### src/hdl/supervisor_map.svh
// timing constants and reset values of the supply supervisor
`ifndef SUPERVISOR_MAP_SVH
`define SUPERVISOR_MAP_SVH

// ==========================================================
// clock
`define SUP_CLK_KHZ          100000
`define SUP_CLK_PERIOD_NS    10

// ==========================================================
// reset pulse width, milliseconds (nominal, least, longest)
`define SUP_RESET_PULSE_MS   200
`define SUP_RESET_PULSE_MIN  140
`define SUP_RESET_PULSE_MAX  280

// ==========================================================
// watchdog timeout period, milliseconds (nominal, least, longest)
`define SUP_WD_TIMEOUT_MS    1600
`define SUP_WD_TIMEOUT_MIN   1000
`define SUP_WD_TIMEOUT_MAX   2250

// ==========================================================
// least service pulse on the watchdog input, nanoseconds
`define SUP_WDI_PULSE_NS     50

// ==========================================================
// widths and reset values
`define SUP_CNT_W            32
`define SUP_CNT_ZERO         32'h0000_0000
`define SUP_CNT_ONE          32'h0000_0001
`define SUP_SENSE_W          6
// supply-low sync stage resets high so reset holds through the flush
`define SUP_SENSE_RST        6'h01

`endif

### src/hdl/supervisor_pkg.sv
// types shared by the supply supervisor
package supervisor_pkg;

	// ==========================================================
	// comparator outputs, one bit each, from the analog front end
	typedef struct packed {
		logic main_above_batt_20mv;  // main exceeds backup by 20 mV
		logic batt_above_main_20mv;  // backup exceeds main by 20 mV
		logic pfi_below_ref;         // sense input below 1.25 V ref
		logic wdi_below_low;         // service input at logic low
		logic wdi_above_high;        // service input at logic high
		logic supply_low;            // main below reset threshold
	} sense_s;

	// ==========================================================
	// decoded watchdog service level
	typedef enum logic [1:0] {
		WDI_FLOAT = 2'b00,
		WDI_LOW   = 2'b01,
		WDI_HIGH  = 2'b11
	} wdi_level_e;

	// ==========================================================
	// reset sequencer, gray along power-low, pulse, run
	typedef enum logic [1:0] {
		ST_POWER_LOW   = 2'b00,
		ST_RESET_PULSE = 2'b01,
		ST_RUN         = 2'b11
	} sup_state_e;

	// ==========================================================
	// whole state of the supervisor
	typedef struct packed {
		sup_state_e  state;
		logic [31:0] pulse_cnt;
		logic [31:0] wd_cnt;
		wdi_level_e  wdi_prev;
		logic        backup_sel;
		logic        power_fail_n;
		logic        reset_n;
	} sup_regs_s;

endpackage : supervisor_pkg

### src/hdl/supervisor_reset_watchdog.sv
// supply supervisor: reset pulse, watchdog, power-fail flag, backup switch
//
// What this block does
// RULE1: reset is asserted while the supply is below threshold and when the watchdog expires.
// RULE2: after supply recovery or a watchdog expiry reset stays asserted for one 200 ms pulse.
// RULE3: a service input held at one valid level for the 1.6 s timeout triggers a reset.
// RULE4: a floating service input disables the watchdog and never causes a reset.
// RULE5: the watchdog counter is held clear whenever reset is asserted.
// RULE6: the host holds each service level for at least 50 ns, and any such change services.
// RULE7: the service input decodes as low, high or floating, floating being neither logic value.
// RULE8: the active-high reset output is always the exact inverse of the active-low one.
// RULE9: on main supply the power-fail flag is low while the sense input is below reference, else high.
// RULE10: main feeds the switched supply while above threshold, backup once main is below both.
// RULE11: below threshold backup takes over at +20 mV and main returns at +20 mV, 40 mV apart.
// RULE12: a supply dip during a reset pulse restarts the full pulse interval.
// RULE13: the watchdog counts only with reset released and a valid level on the service input.
// RULE14: a static service input yields one reset every timeout plus pulse width.
// RULE15: while backup feeds the switched supply the power-fail flag is forced low.
// RULE16: timers run on the internal clock and comparator outputs are synchronised first.
`timescale 1ns/1ns
`default_nettype none
`include "supervisor_map.svh"

module supervisor_reset_watchdog #(
	parameter int unsigned RESET_PULSE_CYCLES = `SUP_RESET_PULSE_MS * `SUP_CLK_KHZ,
	parameter int unsigned WD_TIMEOUT_CYCLES  = `SUP_WD_TIMEOUT_MS * `SUP_CLK_KHZ
) (
	// clock and reset
	input  wire logic                    ref_clk,
	input  wire logic                    srst,
	// comparator outputs from the analog front end
	input  wire supervisor_pkg::sense_s  sense,
	// reset to the host, both polarities
	output logic                         reset_n,
	output logic                         reset,
	// power-fail flag to the host, active low
	output logic                         power_fail_flag_output_n,
	// supply switch control, high selects the backup battery
	output logic                         switched_supply_from_backup
);
	import supervisor_pkg::*;

	// ==========================================================
	// derived counts
	localparam logic [31:0] PULSE_LAST = 32'(RESET_PULSE_CYCLES - 1);
	localparam logic [31:0] WD_LAST    = 32'(WD_TIMEOUT_CYCLES - 1);
	// least service pulse in clock cycles, rounded up
	localparam int unsigned WDI_PULSE_CYCLES =
		(`SUP_WDI_PULSE_NS + `SUP_CLK_PERIOD_NS - 1) / `SUP_CLK_PERIOD_NS;

	// ==========================================================
	// synchronised comparator outputs
	sense_s     sync_sense;
	sup_regs_s  q;
	sup_regs_s  next_q;
	wdi_level_e wdi_level;
	logic       wdi_toggle;
	logic       wd_expire;

	// RULE16 sync comparator outputs
	sense_sync #(
		.WIDTH     (`SUP_SENSE_W),
		.RESET_VAL (`SUP_SENSE_RST)
	) u_sense_sync (
		.ref_clk  (ref_clk),
		.srst     (srst),
		.async_in (sense),
		.sync_out (sync_sense)
	);

	// ==========================================================
	// three-level decode of the service input
	function automatic wdi_level_e decode_wdi(input logic above_high, input logic below_low);
		wdi_level_e lvl;
		// RULE7 three state decode
		if (above_high && !below_low) begin
			lvl = WDI_HIGH;
		end else if (below_low && !above_high) begin
			lvl = WDI_LOW;
		end else begin
			lvl = WDI_FLOAT;  // mid level or contradictory comparators
		end
		return lvl;
	endfunction

	assign wdi_level = decode_wdi(sync_sense.wdi_above_high, sync_sense.wdi_below_low);

	// a change between the two valid levels services the watchdog;
	// drifting through the floating band does not, it disables instead
	// RULE6 any valid transition services
	assign wdi_toggle = (wdi_level != q.wdi_prev) && (wdi_level != WDI_FLOAT)
		&& (q.wdi_prev != WDI_FLOAT);

	// RULE3 expiry at the timeout count
	assign wd_expire = (q.state == ST_RUN) && (wdi_level != WDI_FLOAT) && !wdi_toggle
		&& (q.wd_cnt == WD_LAST);

	// ==========================================================
	// next state
	always_comb begin
		next_q          = q;
		next_q.wdi_prev = wdi_level;

		// reset sequencer
		unique case (q.state)
			ST_POWER_LOW: begin
				next_q.pulse_cnt = `SUP_CNT_ZERO;
				// RULE2 pulse starts on recovery
				if (!sync_sense.supply_low) begin
					next_q.state = ST_RESET_PULSE;
				end
			end
			ST_RESET_PULSE: begin
				// RULE12 dip restarts pulse
				if (sync_sense.supply_low) begin
					next_q.state     = ST_POWER_LOW;
					next_q.pulse_cnt = `SUP_CNT_ZERO;
				end else if (q.pulse_cnt == PULSE_LAST) begin
					next_q.state     = ST_RUN;
					next_q.pulse_cnt = `SUP_CNT_ZERO;
				end else begin
					next_q.pulse_cnt = q.pulse_cnt + `SUP_CNT_ONE;
				end
			end
			ST_RUN: begin
				// RULE1 low supply or expiry
				if (sync_sense.supply_low) begin
					next_q.state = ST_POWER_LOW;
				end else if (wd_expire) begin
					// RULE14 static input repeats
					next_q.state = ST_RESET_PULSE;
				end
			end
			default: begin
				next_q.state = ST_POWER_LOW;
			end
		endcase

		// watchdog counter
		// RULE5 cleared under reset
		// RULE4 floating input disables
		// RULE13 counts only when released
		if (next_q.state != ST_RUN || q.state != ST_RUN || wdi_level == WDI_FLOAT
				|| wdi_toggle) begin
			next_q.wd_cnt = `SUP_CNT_ZERO;
		end else begin
			next_q.wd_cnt = q.wd_cnt + `SUP_CNT_ONE;
		end

		// supply switch, held in the dead band between the two 20 mV points
		// RULE10 main above threshold
		if (!sync_sense.supply_low) begin
			next_q.backup_sel = 1'b0;
		// RULE11 switchover hysteresis
		end else if (sync_sense.batt_above_main_20mv) begin
			next_q.backup_sel = 1'b1;
		end else if (sync_sense.main_above_batt_20mv) begin
			next_q.backup_sel = 1'b0;
		end

		// power-fail flag; comparator is off on battery to save charge
		// RULE15 forced low on backup
		// RULE9 follows the comparator
		next_q.power_fail_n = !next_q.backup_sel && !sync_sense.pfi_below_ref;

		next_q.reset_n = (next_q.state == ST_RUN);
	end

	// ==========================================================
	// state register
	always_ff @(posedge ref_clk) begin
		if (srst) begin
			q <= '{state: ST_POWER_LOW, pulse_cnt: `SUP_CNT_ZERO, wd_cnt: `SUP_CNT_ZERO,
				wdi_prev: WDI_FLOAT, backup_sel: 1'b0, power_fail_n: 1'b0, reset_n: 1'b0};
		end else begin
			q <= next_q;
		end
	end

	// ==========================================================
	// outputs
	assign reset_n                     = q.reset_n;
	// RULE8 exact inverse
	assign reset                       = ~q.reset_n;
	assign power_fail_flag_output_n    = q.power_fail_n;
	assign switched_supply_from_backup = q.backup_sel;
endmodule // supervisor_reset_watchdog

`default_nettype wire

### src/hdl/sense_sync.sv
// two-flop synchroniser for the comparator outputs
`timescale 1ns/1ns
`default_nettype none

module sense_sync #(
	parameter int unsigned                  WIDTH     = 6,
	parameter logic        [WIDTH-1:0]      RESET_VAL = '0
) (
	// clock and reset
	input  wire logic               ref_clk,
	input  wire logic               srst,
	// asynchronous levels in, synchronous levels out
	input  wire logic [WIDTH-1:0]   async_in,
	output logic      [WIDTH-1:0]   sync_out
);

	logic [WIDTH-1:0] stage1;

	// first stage feeds only the second stage
	always_ff @(posedge ref_clk) begin
		if (srst) begin
			stage1   <= RESET_VAL;
			sync_out <= RESET_VAL;
		end else begin
			stage1   <= async_in;
			sync_out <= stage1;
		end
	end

endmodule // sense_sync

`default_nettype wire

### config.mk
export PLATFORM = sky130hd
export DESIGN_NAME = supervisor_reset_watchdog
export DESIGN_NICKNAME = d
export VERILOG_FILES = /design/src/hdl/supervisor_pkg.sv /design/src/hdl/supervisor_reset_watchdog.sv /design/src/hdl/sense_sync.sv
export VERILOG_INCLUDE_DIRS = /design/src /design/src/hdl
export SDC_FILE = /design/constraint.sdc
export NUM_CORES = 1
export LEC_CHECK = 0
export ABC_AREA = 1
export ABC_CLOCK_PERIOD_IN_PS = 2250
export CORE_MARGIN = 10
export CORE_UTILIZATION = 40
export DETAILED_ROUTE_END_ITERATION = 10
export DONT_BUFFER_PORTS = 1
export PLACE_DENSITY = 0.53
export RECOVER_POWER = 100
export SYNTH_ARGS = -nofsm -noshare
export SYNTH_HDL_FRONTEND = slang
export SYNTH_HIERARCHICAL = 1
export SYNTH_SLANG_ARGS = --single-unit
### constraint.sdc
create_clock -name ref_clk -period 2.25 [get_ports ref_clk]
set_clock_uncertainty 0.2 [all_clocks]
set_input_delay 0.45 -clock ref_clk [delete_from_list [all_inputs] [get_ports ref_clk]]
set_output_delay 0.45 -clock ref_clk [all_outputs]
set_load 0.005 [all_outputs]
# After elaboration in Yosys (flattened, before gate mapping)
# Cells that the tools add are included.
dict set report totals {
  register_bits 83
  inputBits 8
  output_inout_bits 4
  elab_cells 55
}
dict set report classes {
  n_addsub 2
  n_eq_ne 8
  mux 13
  bitwise_logic 1
  reduce_logical 22
}
# operator count
set op_table {}
lappend op_table {{$add A32 B1 Y32 const B} 2}
lappend op_table {{$pmux W32 S2} 1}
lappend op_table {{$mux W34} 1}
lappend op_table {{$eq A32 B25 Y1 const B} 1}
lappend op_table {{$eq A32 B28 Y1 const B} 1}
lappend op_table {{$mux W32} 1}
lappend op_table {{$mux W2} 5}
lappend op_table {{$logic_and A1 B1 Y1} 8}
lappend op_table {{$pmux W2 S3} 1}
lappend op_table {{$reduce_bool A2 Y1} 3}
lappend op_table {{$logic_not A1 Y1} 5}
lappend op_table {{$eq A2 B2 Y1 const B} 2}
lappend op_table {{$logic_not A2 Y1} 2}
lappend op_table {{$mux W1} 4}
lappend op_table {{$ne A2 B2 Y1 const B} 2}
lappend op_table {{$logic_or A1 B1 Y1} 3}
lappend op_table {{$eq A2 B1 Y1 const B} 1}
lappend op_table {{$ne A2 B2 Y1} 1}
lappend op_table {{$reduce_or A2 Y1} 1}
lappend op_table {{$not A1 Y1} 1}

# Depth between registers and ports, before layout
# Gate-level depths: netlist of run 1.
dict set report depth {
  word_depth 18
  ltp_mapped 11
  depth_no_buf 10
}

# Hierarchy
# The synthesis of run 1 kept the hierarchy.
# mod n_inst cells_each area_per_inst_um2 seq_area_each_um2
set modules_own_cells {}
lappend modules_own_cells {supervisor_reset_watchdog 1 641 3983.8 1421.4}
lappend modules_own_cells {sense_sync 1 38 345.3 240.2}

# Worst setup path after synthesis of run 1
# OpenSTA, ideal clock, no wires.
dict set report synth_path {
  kind {register to register}
  from {register q[5] (netlist bit)}
  to {register q[20] (netlist bit)}
  setup_time_ns 0.132
  t_arrival_ns 1.496
  required_time_ns 1.918
  setup_slack_ns 0.422
  path_stages_with_launch 10
  n_path_buf 1
  synth_period_minus_slack_ns 1.828
  cell_sequence {dfxtp_1 -> ha_1 -> nand3_1 -> inv_1 -> nand2_1 -> nor2_1 -> nand3_1 -> nand4_1 -> buf_2 -> nor3_1}
}
dict set report synth_between {
  elab_chain_len 10
  word_cells_on_any_way 11
  classes_between {add/sub: 1; eq/ne: 2; mux: 3; reduce/logical: 5}
}
# element line_no
set synth_lines {}
lappend synth_lines {{from (decl)} supervisor_reset_watchdog.sv:54} ;# sup_regs_s q;
lappend synth_lines {{from (signal assigned)} supervisor_reset_watchdog.sv:173} ;# q <= '{state: ST_POWER_LOW, pulse_cnt: `SUP_CNT_ZERO, wd_cnt: `SUP_CNT_ZERO,
lappend synth_lines {{from (signal assigned)} supervisor_reset_watchdog.sv:176} ;# q <= next_q;
lappend synth_lines {{$eq A32 B28 Y1} supervisor_reset_watchdog.sv:96} ;# && (q.wd_cnt == WD_LAST);
lappend synth_lines {{$logic_and A1 B1 Y1} supervisor_reset_watchdog.sv:96}
lappend synth_lines {{$mux W2} supervisor_reset_watchdog.sv:129} ;# end else if (wd_expire) begin
lappend synth_lines {{$mux W2} supervisor_reset_watchdog.sv:127} ;# if (sync_sense.supply_low) begin
lappend synth_lines {{$pmux W2 S3} supervisor_reset_watchdog.sv:105} ;# unique case (q.state)
lappend synth_lines {{$ne A2 B2 Y1} supervisor_reset_watchdog.sv:143} ;# if (next_q.state != ST_RUN || q.state != ST_RUN || wdi_level == WDI_FLOAT
lappend synth_lines {{$logic_or A1 B1 Y1 (2 in series)} supervisor_reset_watchdog.sv:143}
lappend synth_lines {{$logic_or A1 B1 Y1} supervisor_reset_watchdog.sv:144} ;# || wdi_toggle) begin
lappend synth_lines {{$reduce_or A2 Y1 (no source line)} --}
# Several ways; a longest one is shown, not always the timed one.
# A chain may end at the register's enable or synchronous reset.

# Worst setup path in the final report of run 1
dict set report layout_path {
  from {register q[37] (netlist bit)}
  to {register q[68] (netlist bit)}
}
dict set report layout_between {
  elab_chain_len 4
  word_cells_on_any_way 5
  classes_between {add/sub: 1; eq/ne: 1; mux: 3}
}
# element line_no
set layout_lines {}
lappend layout_lines {{$add A32 B1 Y32 (no source line) / $eq A32 B25 Y1 (equally long branches)} --}
lappend layout_lines {{$mux W32 *} supervisor_reset_watchdog.sv:118} ;# end else if (q.pulse_cnt == PULSE_LAST) begin
lappend layout_lines {{$mux W34 *} supervisor_reset_watchdog.sv:115} ;# if (sync_sense.supply_low) begin
lappend layout_lines {{$pmux W32 S2 *} supervisor_reset_watchdog.sv:105}
# Mark *: on every way between the ends. The rest lies on a longest branch, timed or not.

==> results of run 1 <==
-- worst max-delay path, delay by kind of cell (launching register included) --
family / cells / cell delay [ns]
AOI/OAI and AO/OA: 1 / 0.13
adders and majority gates: 1 / 0.18
buffers and inverters: 2 / 0.32
DFF: 1 / 0.39
and+or+nand+nor: 7 / 0.69
-- path summary, 6_finish.rpt --
kind | to | start | depth (start not counted) | slack [ns]
min | q[37] | srst | 2 | 0.03
min reg2reg | u_sense_sync/sync_out[2] | u_sense_sync/stage1[2] | 2 | 0.20
max reg2reg | q[68] | q[37] | 11 | 0.24
max | q[68] | q[37] | 11 | 0.24
-- cell families after synthesis --
kind of cell	after synthesis
AOI/OAI and AO/OA	19
xor gates and xnor gates	34
adders and majority gates	3
buffers and inverters	106
DFF	83
and+or+nand+nor	434
-- through the flow --
step	power, uW	instances
floorplan	1560	679
global placement	1550	811
detailed placement	1550	811
CTS	2840	834
global route	2900	834
finish	2790	834
-- cell usage in the layout (no fill, tap or decap), types with 3 or more instances in the layout --
master,netlist,final
a21oi_1,10,10
buf_4,0,6
clkbuf_8,0,9
dfxtp_1,83,83
dlygate4sd3_1,0,6
ha_1,3,3
inv_1,93,93
inv_6,0,3
nand2_1,189,189
nand3_1,38,38
nand3b_1,5,5
nand4_1,6,6
nor2_1,144,145
nor2_2,6,5
nor3_1,42,42
o21ai_0,5,5
xnor2_1,12,12
xor2_1,22,22
-- repair_timing --
action | in CTS | in global routing
hold buffers | 7 | 0
hold endpoints to repair | 51 | 0
setup buffers | 0 | 0
-- cells in the mapped netlist (all sizes together) --
master  number
a21o         1
clkbuf       5
clkinv       1
nand4        6
a21oi       10
nor2       150
nor3        42
o21ai        6
nand2      191
buf          7
or2          1
xor2        22
ha           3
nand3b       5
xnor2       12
inv         93
dfxtp       83
nor4         1
o22ai        1
nand3       38
o21a         1
-- routing by layer --
| metal | up-vias | share of wire (%) |
|---|---|---|
| met3 | 15 | 5.3 |
| met1 | 1758 | 54 |
| met5 | - | 0 |
| li1 | 2100 | - |
| met4 | 0 | 1.4 |
| met2 | 69 | 39 |
-- power by group through the flow --
stage                     sequential [uW]  combinational, uW  clock, uW
after floorplan                      1520               37.8          0
after global placement               1520               28.0          0
after detailed placement             1520               29.1          0
after CTS                            1490               55.2       1290
after global routing                 1490               60.0       1350
final                                1490               51.2       1250
-- cell type report --
| class | instances | area (um2) |
|---|---|---|
| flip-flops and latches | 83 | 1660 |
| multi-input cells | 490 | 2230 |
| fillers | 1129 | 5630 |
| clock buffers | 9 | 124 |
| well taps | 136 | 170 |
| clock inverters | 7 | 105 |
| inverters | 94 | 353 |
| repair buffers | 15 | 138 |
-- registers in the layout, summed over array words and instances (netlist names) --
| name | count |
|---|---|
| power_fail_flag_output_n | 1 |
| switched_supply_from_backup | 1 |
| u_sense_sync/stage1 | 6 |
| q | 68 |
| u_sense_sync/sync_out | 6 |
| reset_n | 1 |
==> impl_metrics.tcl, run 1 <==
set metrics [dict create \
    status "finished clean" \
    critPathLaunchType "register" \
    port_buffers 0 \
    postSynthCellCount 679 \
    ir_drop_v 0.000339 \
    synthAdderAreaFrac_pct 0.867 \
    antenna_found_initial 0 \
    ys_ff_latch 83 \
    crit_chain "ha_1, nand2_1, nor2_1, nand2_2, inv_1, nand2_1, nor2_1, nor2_2, o21ai_4, clkbuf_4, nor2_1" \
    dieArea_um2 15400 \
    drv_slew 0 \
    slowest_stage "dfxtp_1" \
    ant_nets 0 \
    period_share_pct 89.3 \
    cts.sinks 83 \
    ios 12 \
    leakage_uw 0.00171 \
    grt_max_degree 51 \
    hp-class "input pin to register" \
    dr_total_vias 3942 \
    swShare_pct 23.1 \
    rows 37 \
    pwr-share-comb_pct 1.8 \
    end_kind "register" \
    drc 0 \
    worstSetupPathType "register to register" \
    drive_above_1_share_pct 4.87 \
    initial_utilization_pct 41.6 \
    final_core_util_pct 45.9 \
    maxCapViolations 0 \
    clkPwrFrac_pct 44.8 \
    yosysWarnings 6 \
    syn_avg_cell_area_um2 6.38 \
    cts_root_buf "clkbuf_8" \
    cts_buffers 9 \
    grt_use_met3_pct 3.44 \
    drt_wl_total_um 10200 \
    tns_ns 0 \
    ys_seq_area_share_pct 38.4 \
    p_sw_uw 645 \
    cp_slowest_stage_delay_ns 0.39 \
    fin_crit_ns 2.01 \
    synth_area_leader_cell "dfxtp_1" \
    cts_resized 0 \
    synth.distinct_cells 25 \
    cts_max_level 3 \
    max_slew.worst_pin.slew_ns 1.05 \
    syn_nets 690 \
    die_w_um 124 \
    dp_hpwl_um 7520 \
    gr-total-overflow 0 \
    power.density_nw_per_um2 583 \
    cts_tree "done" \
    setup_viol 0 \
    diodes 0 \
    routedWlPerCell_um 12.2 \
    netlist.area_leader.share_pct 38.4 \
    clkLatencyLatePin_ns 0.37 \
    max_freq_mhz 498 \
    layout.nets 704 \
    synth_area_um2 4330 \
    synth_compound_area_share_pct 2.60 \
    drt_pre_antenna_iters 4 \
    place_area_um2 4490 \
    first_iter_violations 252 \
    grtUsageMet1_pct 20.8 \
    grt_pass1_vias 3662 \
    timing.critical_path.mode_cell "nor2_1" \
    crit_fanout 15 \
    clockBufferDepth 2 \
    area_growth_pct 10.5 \
    synth.mux.area_fraction_pct 0 \
    share_seq_of_total_power_pct 53.3 \
    slew_headroom_pct 29.8 \
    finalHoldViolCount 0 \
    core-area_um2 10400 \
    die_y_um 124 \
    synthXorXnorAreaFrac_pct 6.88 \
    routabilityCongestion 0.902 \
    synth_top_family_by_area "simple AND/OR/NAND/NOR gates" \
    cp.required_ns 2.32 \
    grt_use_total_pct 14.2 \
    synth_simple_gate_area_share_pct 41.3 \
    whs_ns 0.0293 \
    clk_pin_slew_ns 0.09 \
    place_worst_setup_slack_ns 0.307 \
    grt_use_met2_pct 19.3 \
    critPathArrivalTime_ns 2.08 \
    grt_pass1_wl_um 17500 \
    viasPerCell 4.73 \
    fin_ws_ns 0.242 \
    p_int_uw 2150 \
    synth_area_leaders "dfxtp_1 (38%), nand2_1 (16%), nor2_1 (12%)" \
    rsz0062_at_grt "false" \
    grt-busiest-layer "met1" \
    postLayoutCellArea_um2 4780 \
]
Power figures use the tool's default switching activity.
==> run 2: changes to the inputs <==
Settings changed: ABC_CLOCK_PERIOD_IN_PS 2250 to 2400, SYNTH_HIERARCHICAL 1 to unset.
Clock period 2.25 ns to 2.4 ns, I/O delays scaled along.
==> run 2 against run 1 <==
  * Fmax shrank 4.4%
  * Global-route usage down 0.63 points
  * Sequential power shrank 6%
  * Synthesized cell count decreased by 1.6%
  * Non-clock buffer count fell by 10
==> impl_metrics.tcl, run 2 <==
set metrics [dict create \
    max_freq_mhz 476 \
    cts_resized 0 \
    synth_area_um2 4520 \
    drt_wl_total_um 10500 \
    whs_path_depth 2 \
    cts_max_level 3 \
    layout_commonest_cell "nand2_1" \
    dp_hpwl_um 7760 \
    synth_flop_cell "dfxtp_1" \
    rows 38 \
    async_reset_ff_share_pct 0 \
    worstSetupPathType "register to register" \
    r2r_slack_ns 0.30 \
    drc 0 \
    area_growth_pct 7.98 \
    worstHoldStart "sense[2]" \
    end_kind "register" \
    viasPerCell 4.80 \
    period_share_pct 87.6 \
    r2r_end "q[55]" \
    fillers 1191 \
    placed_cells 799 \
    grt_pass1_wl_um 17700 \
    tns_ns 0 \
    power.density_nw_per_um2 584 \
    antenna_found_initial 0 \
    hp-class "input pin to register" \
    rsz0062_at_grt "false" \
    final_cell_mix "nand2_1 (167), nor2_1 (121), inv_1 (88)" \
    whs_ns 0.0232 \
    yosysWarnings 0 \
    routabilityCongestion 0.888 \
    dr_total_vias 3924 \
    wl_met1_um 5200 \
    syn_nets 679 \
    grt_max_degree 46 \
    clkLatencyLatePin_ns 0.35 \
    wl_met3_um 610 \
    status "finished clean" \
    dieArea_um2 15900 \
    ios 12 \
    drv_slew 0 \
    drt_pre_antenna_iters 4 \
    postCtsSetupRepairBufs 0 \
    synth.top_cells.by_count "nand2_1 (165), nor2_1 (109), inv_1 (88)" \
    die_y_um 126 \
    clk_pin_slew_ns 0.07 \
    maxCapViolations 0 \
    port_buffers 0 \
    synth_most_common_cell "nand2_1" \
    cp.required_ns 2.43 \
    cts_tree "done" \
    cts.sinks 83 \
    ctsHoldBuffers 2 \
    ant_nets 0 \
    layout.nets 683 \
    core-area_um2 10900 \
    cts_root_buf "clkbuf_16" \
    synth_area_leaders "dfxtp_1 (37%), nand2_1 (14%), nor2_1 (9.1%)" \
    cts_buffers 9 \
    synth_area_leader_cell "dfxtp_1" \
    postSynthCellCount 668 \
    synth_edf_count 0 \
    ys_ff_latch 83 \
    final-seq-area_um2 1660 \
    ys_seq_area_share_pct 36.8 \
    setup_viol 0 \
    slew_headroom_pct 34.3 \
    critPathLaunchType "register" \
    place_area_um2 4610 \
    syn_avg_cell_area_um2 6.76 \
    multi_input_area_um2 2340 \
    highest_layer "met4" \
    fin_crit_ns 2.10 \
    first_iter_violations 223 \
    postLayoutCellArea_um2 4880 \
    top_register "q" \
    initial_utilization_pct 41.3 \
    ff2ff_path_depth 10 \
    final_core_util_pct 44.6 \
    diodes 0 \
    ir_drop_v 0.000596 \
    die_w_um 126 \
    critPathArrivalTime_ns 2.13 \
    holdPathEnd "u_sense_sync.stage1[2]" \
    routedWlPerCell_um 12.9 \
    leakage_uw 0.00170 \
    crit_fanout 23 \
    met2_length_um 4670 \
    grt_pass1_vias 3714 \
    finalHoldViolCount 0 \
    layoutNonFillerInstCount 817 \
    netlist.area_leader.share_pct 36.8 \
    gr-total-overflow 0 \
    clockBufferDepth 2 \
    max_slew.worst_pin.slew_ns 0.986 \
    grt_use_total_pct 13.5 \
    largest_reg_flops 68 \
    reg.largest.list "q: 68 flops, u_sense_sync.stage1: 6 flops, u_sense_sync.sync_out: 6 flops" \
    drive_above_1_share_pct 9.31 \
    worst_r2r_startpoint "q[37]" \
    synth.distinct_cells 32 \
]
run 2: changes by cell type after synthesis, moves of 4 or more:
| cell | before | now |
|---|---|---|
| nor3_2 | 0 | 4 |
| nor3_1 | 42 | 38 |
| nand3b_1 | 5 | 1 |
| nand2_2 | 2 | 6 |
| nand2_4 | 0 | 5 |
| nor2_2 | 6 | 33 |
| nand3_1 | 38 | 44 |
| nand2_1 | 189 | 165 |
| inv_1 | 93 | 88 |
| nor2_1 | 144 | 109 |
run 2: per-layer routing:
layer	global-route usage, %	up-vias
li1	-	2061
met1	17.5	1796
met2	20.9	65
met3	5.24	2
met4	2.88	0
met5	0	-
run 2: layout make-up:
class	instances	share of cell area, %
Inverter	92	7.11
Tap cell	140	3.59
Multi-Input combinational cell	481	48.0
Timing Repair Buffer	5	1.03
Sequential cell	83	34.1
Clock inverter	7	1.57
Clock buffer	9	4.62
run 2: report_power, final:
part	internal (uW)	leakage [uW]	switching, uW
Combinational	12.6	0.000880	31.5
Clock	742	0.000149	667
Sequential	1390	0.000672	5.65
Total	2140	0.00170	704
run 2: kinds of logic after synthesis:
family	after synthesis	synth area share (%)
AND/OR/NAND/NOR	421	42.4
buffers and inverters	104	10.2
flip-flops	83	36.8
XOR/XNOR	38	7.37
AO/OA/AOI/OAI	19	2.36
adder cells (fa/ha/maj)	3	0.831
run 2: worst max-delay path by stage:
| stage | slack [ns] | depth (start not counted) | to | start |
|---|---|---|---|---|
| 6_report | 0.30 | 10 | q[55] | q[37] |
| 5_1_grt | 0.08 | 9 | q[33] | q[5] |
| 4_1_cts | 0.35 | 9 | q[35] | q[5] |
| 3_5_place_dp | 0.36 | 9 | q[35] | q[5] |
| 3_3_place_gp | 0.40 | 9 | q[5] | q[5] |
| 2_1_floorplan | 0.61 | 9 | q[23] | q[5] |
run 2: critical path: stages, from the launching register on:
cell	delay, ns
dfxtp_1	0.38
ha_1	0.21
nand2_1	0.06
nor2_1	0.22
nand2_4	0.10
nor2_4	0.12
nand2_1	0.08
nand2_1	0.14
nand2_4	0.08
nand2_4	0.27
nor2_1	0.09
run 2: metrics by stage:
step | worst slack (ns) | total power (uW)
finish | 0.299 | 2850
floorplan | 0.609 | 1460
global placement | 0.395 | 1460
global route | 0.0789 | 2950
CTS | 0.348 | 2890
detailed placement | 0.363 | 1460
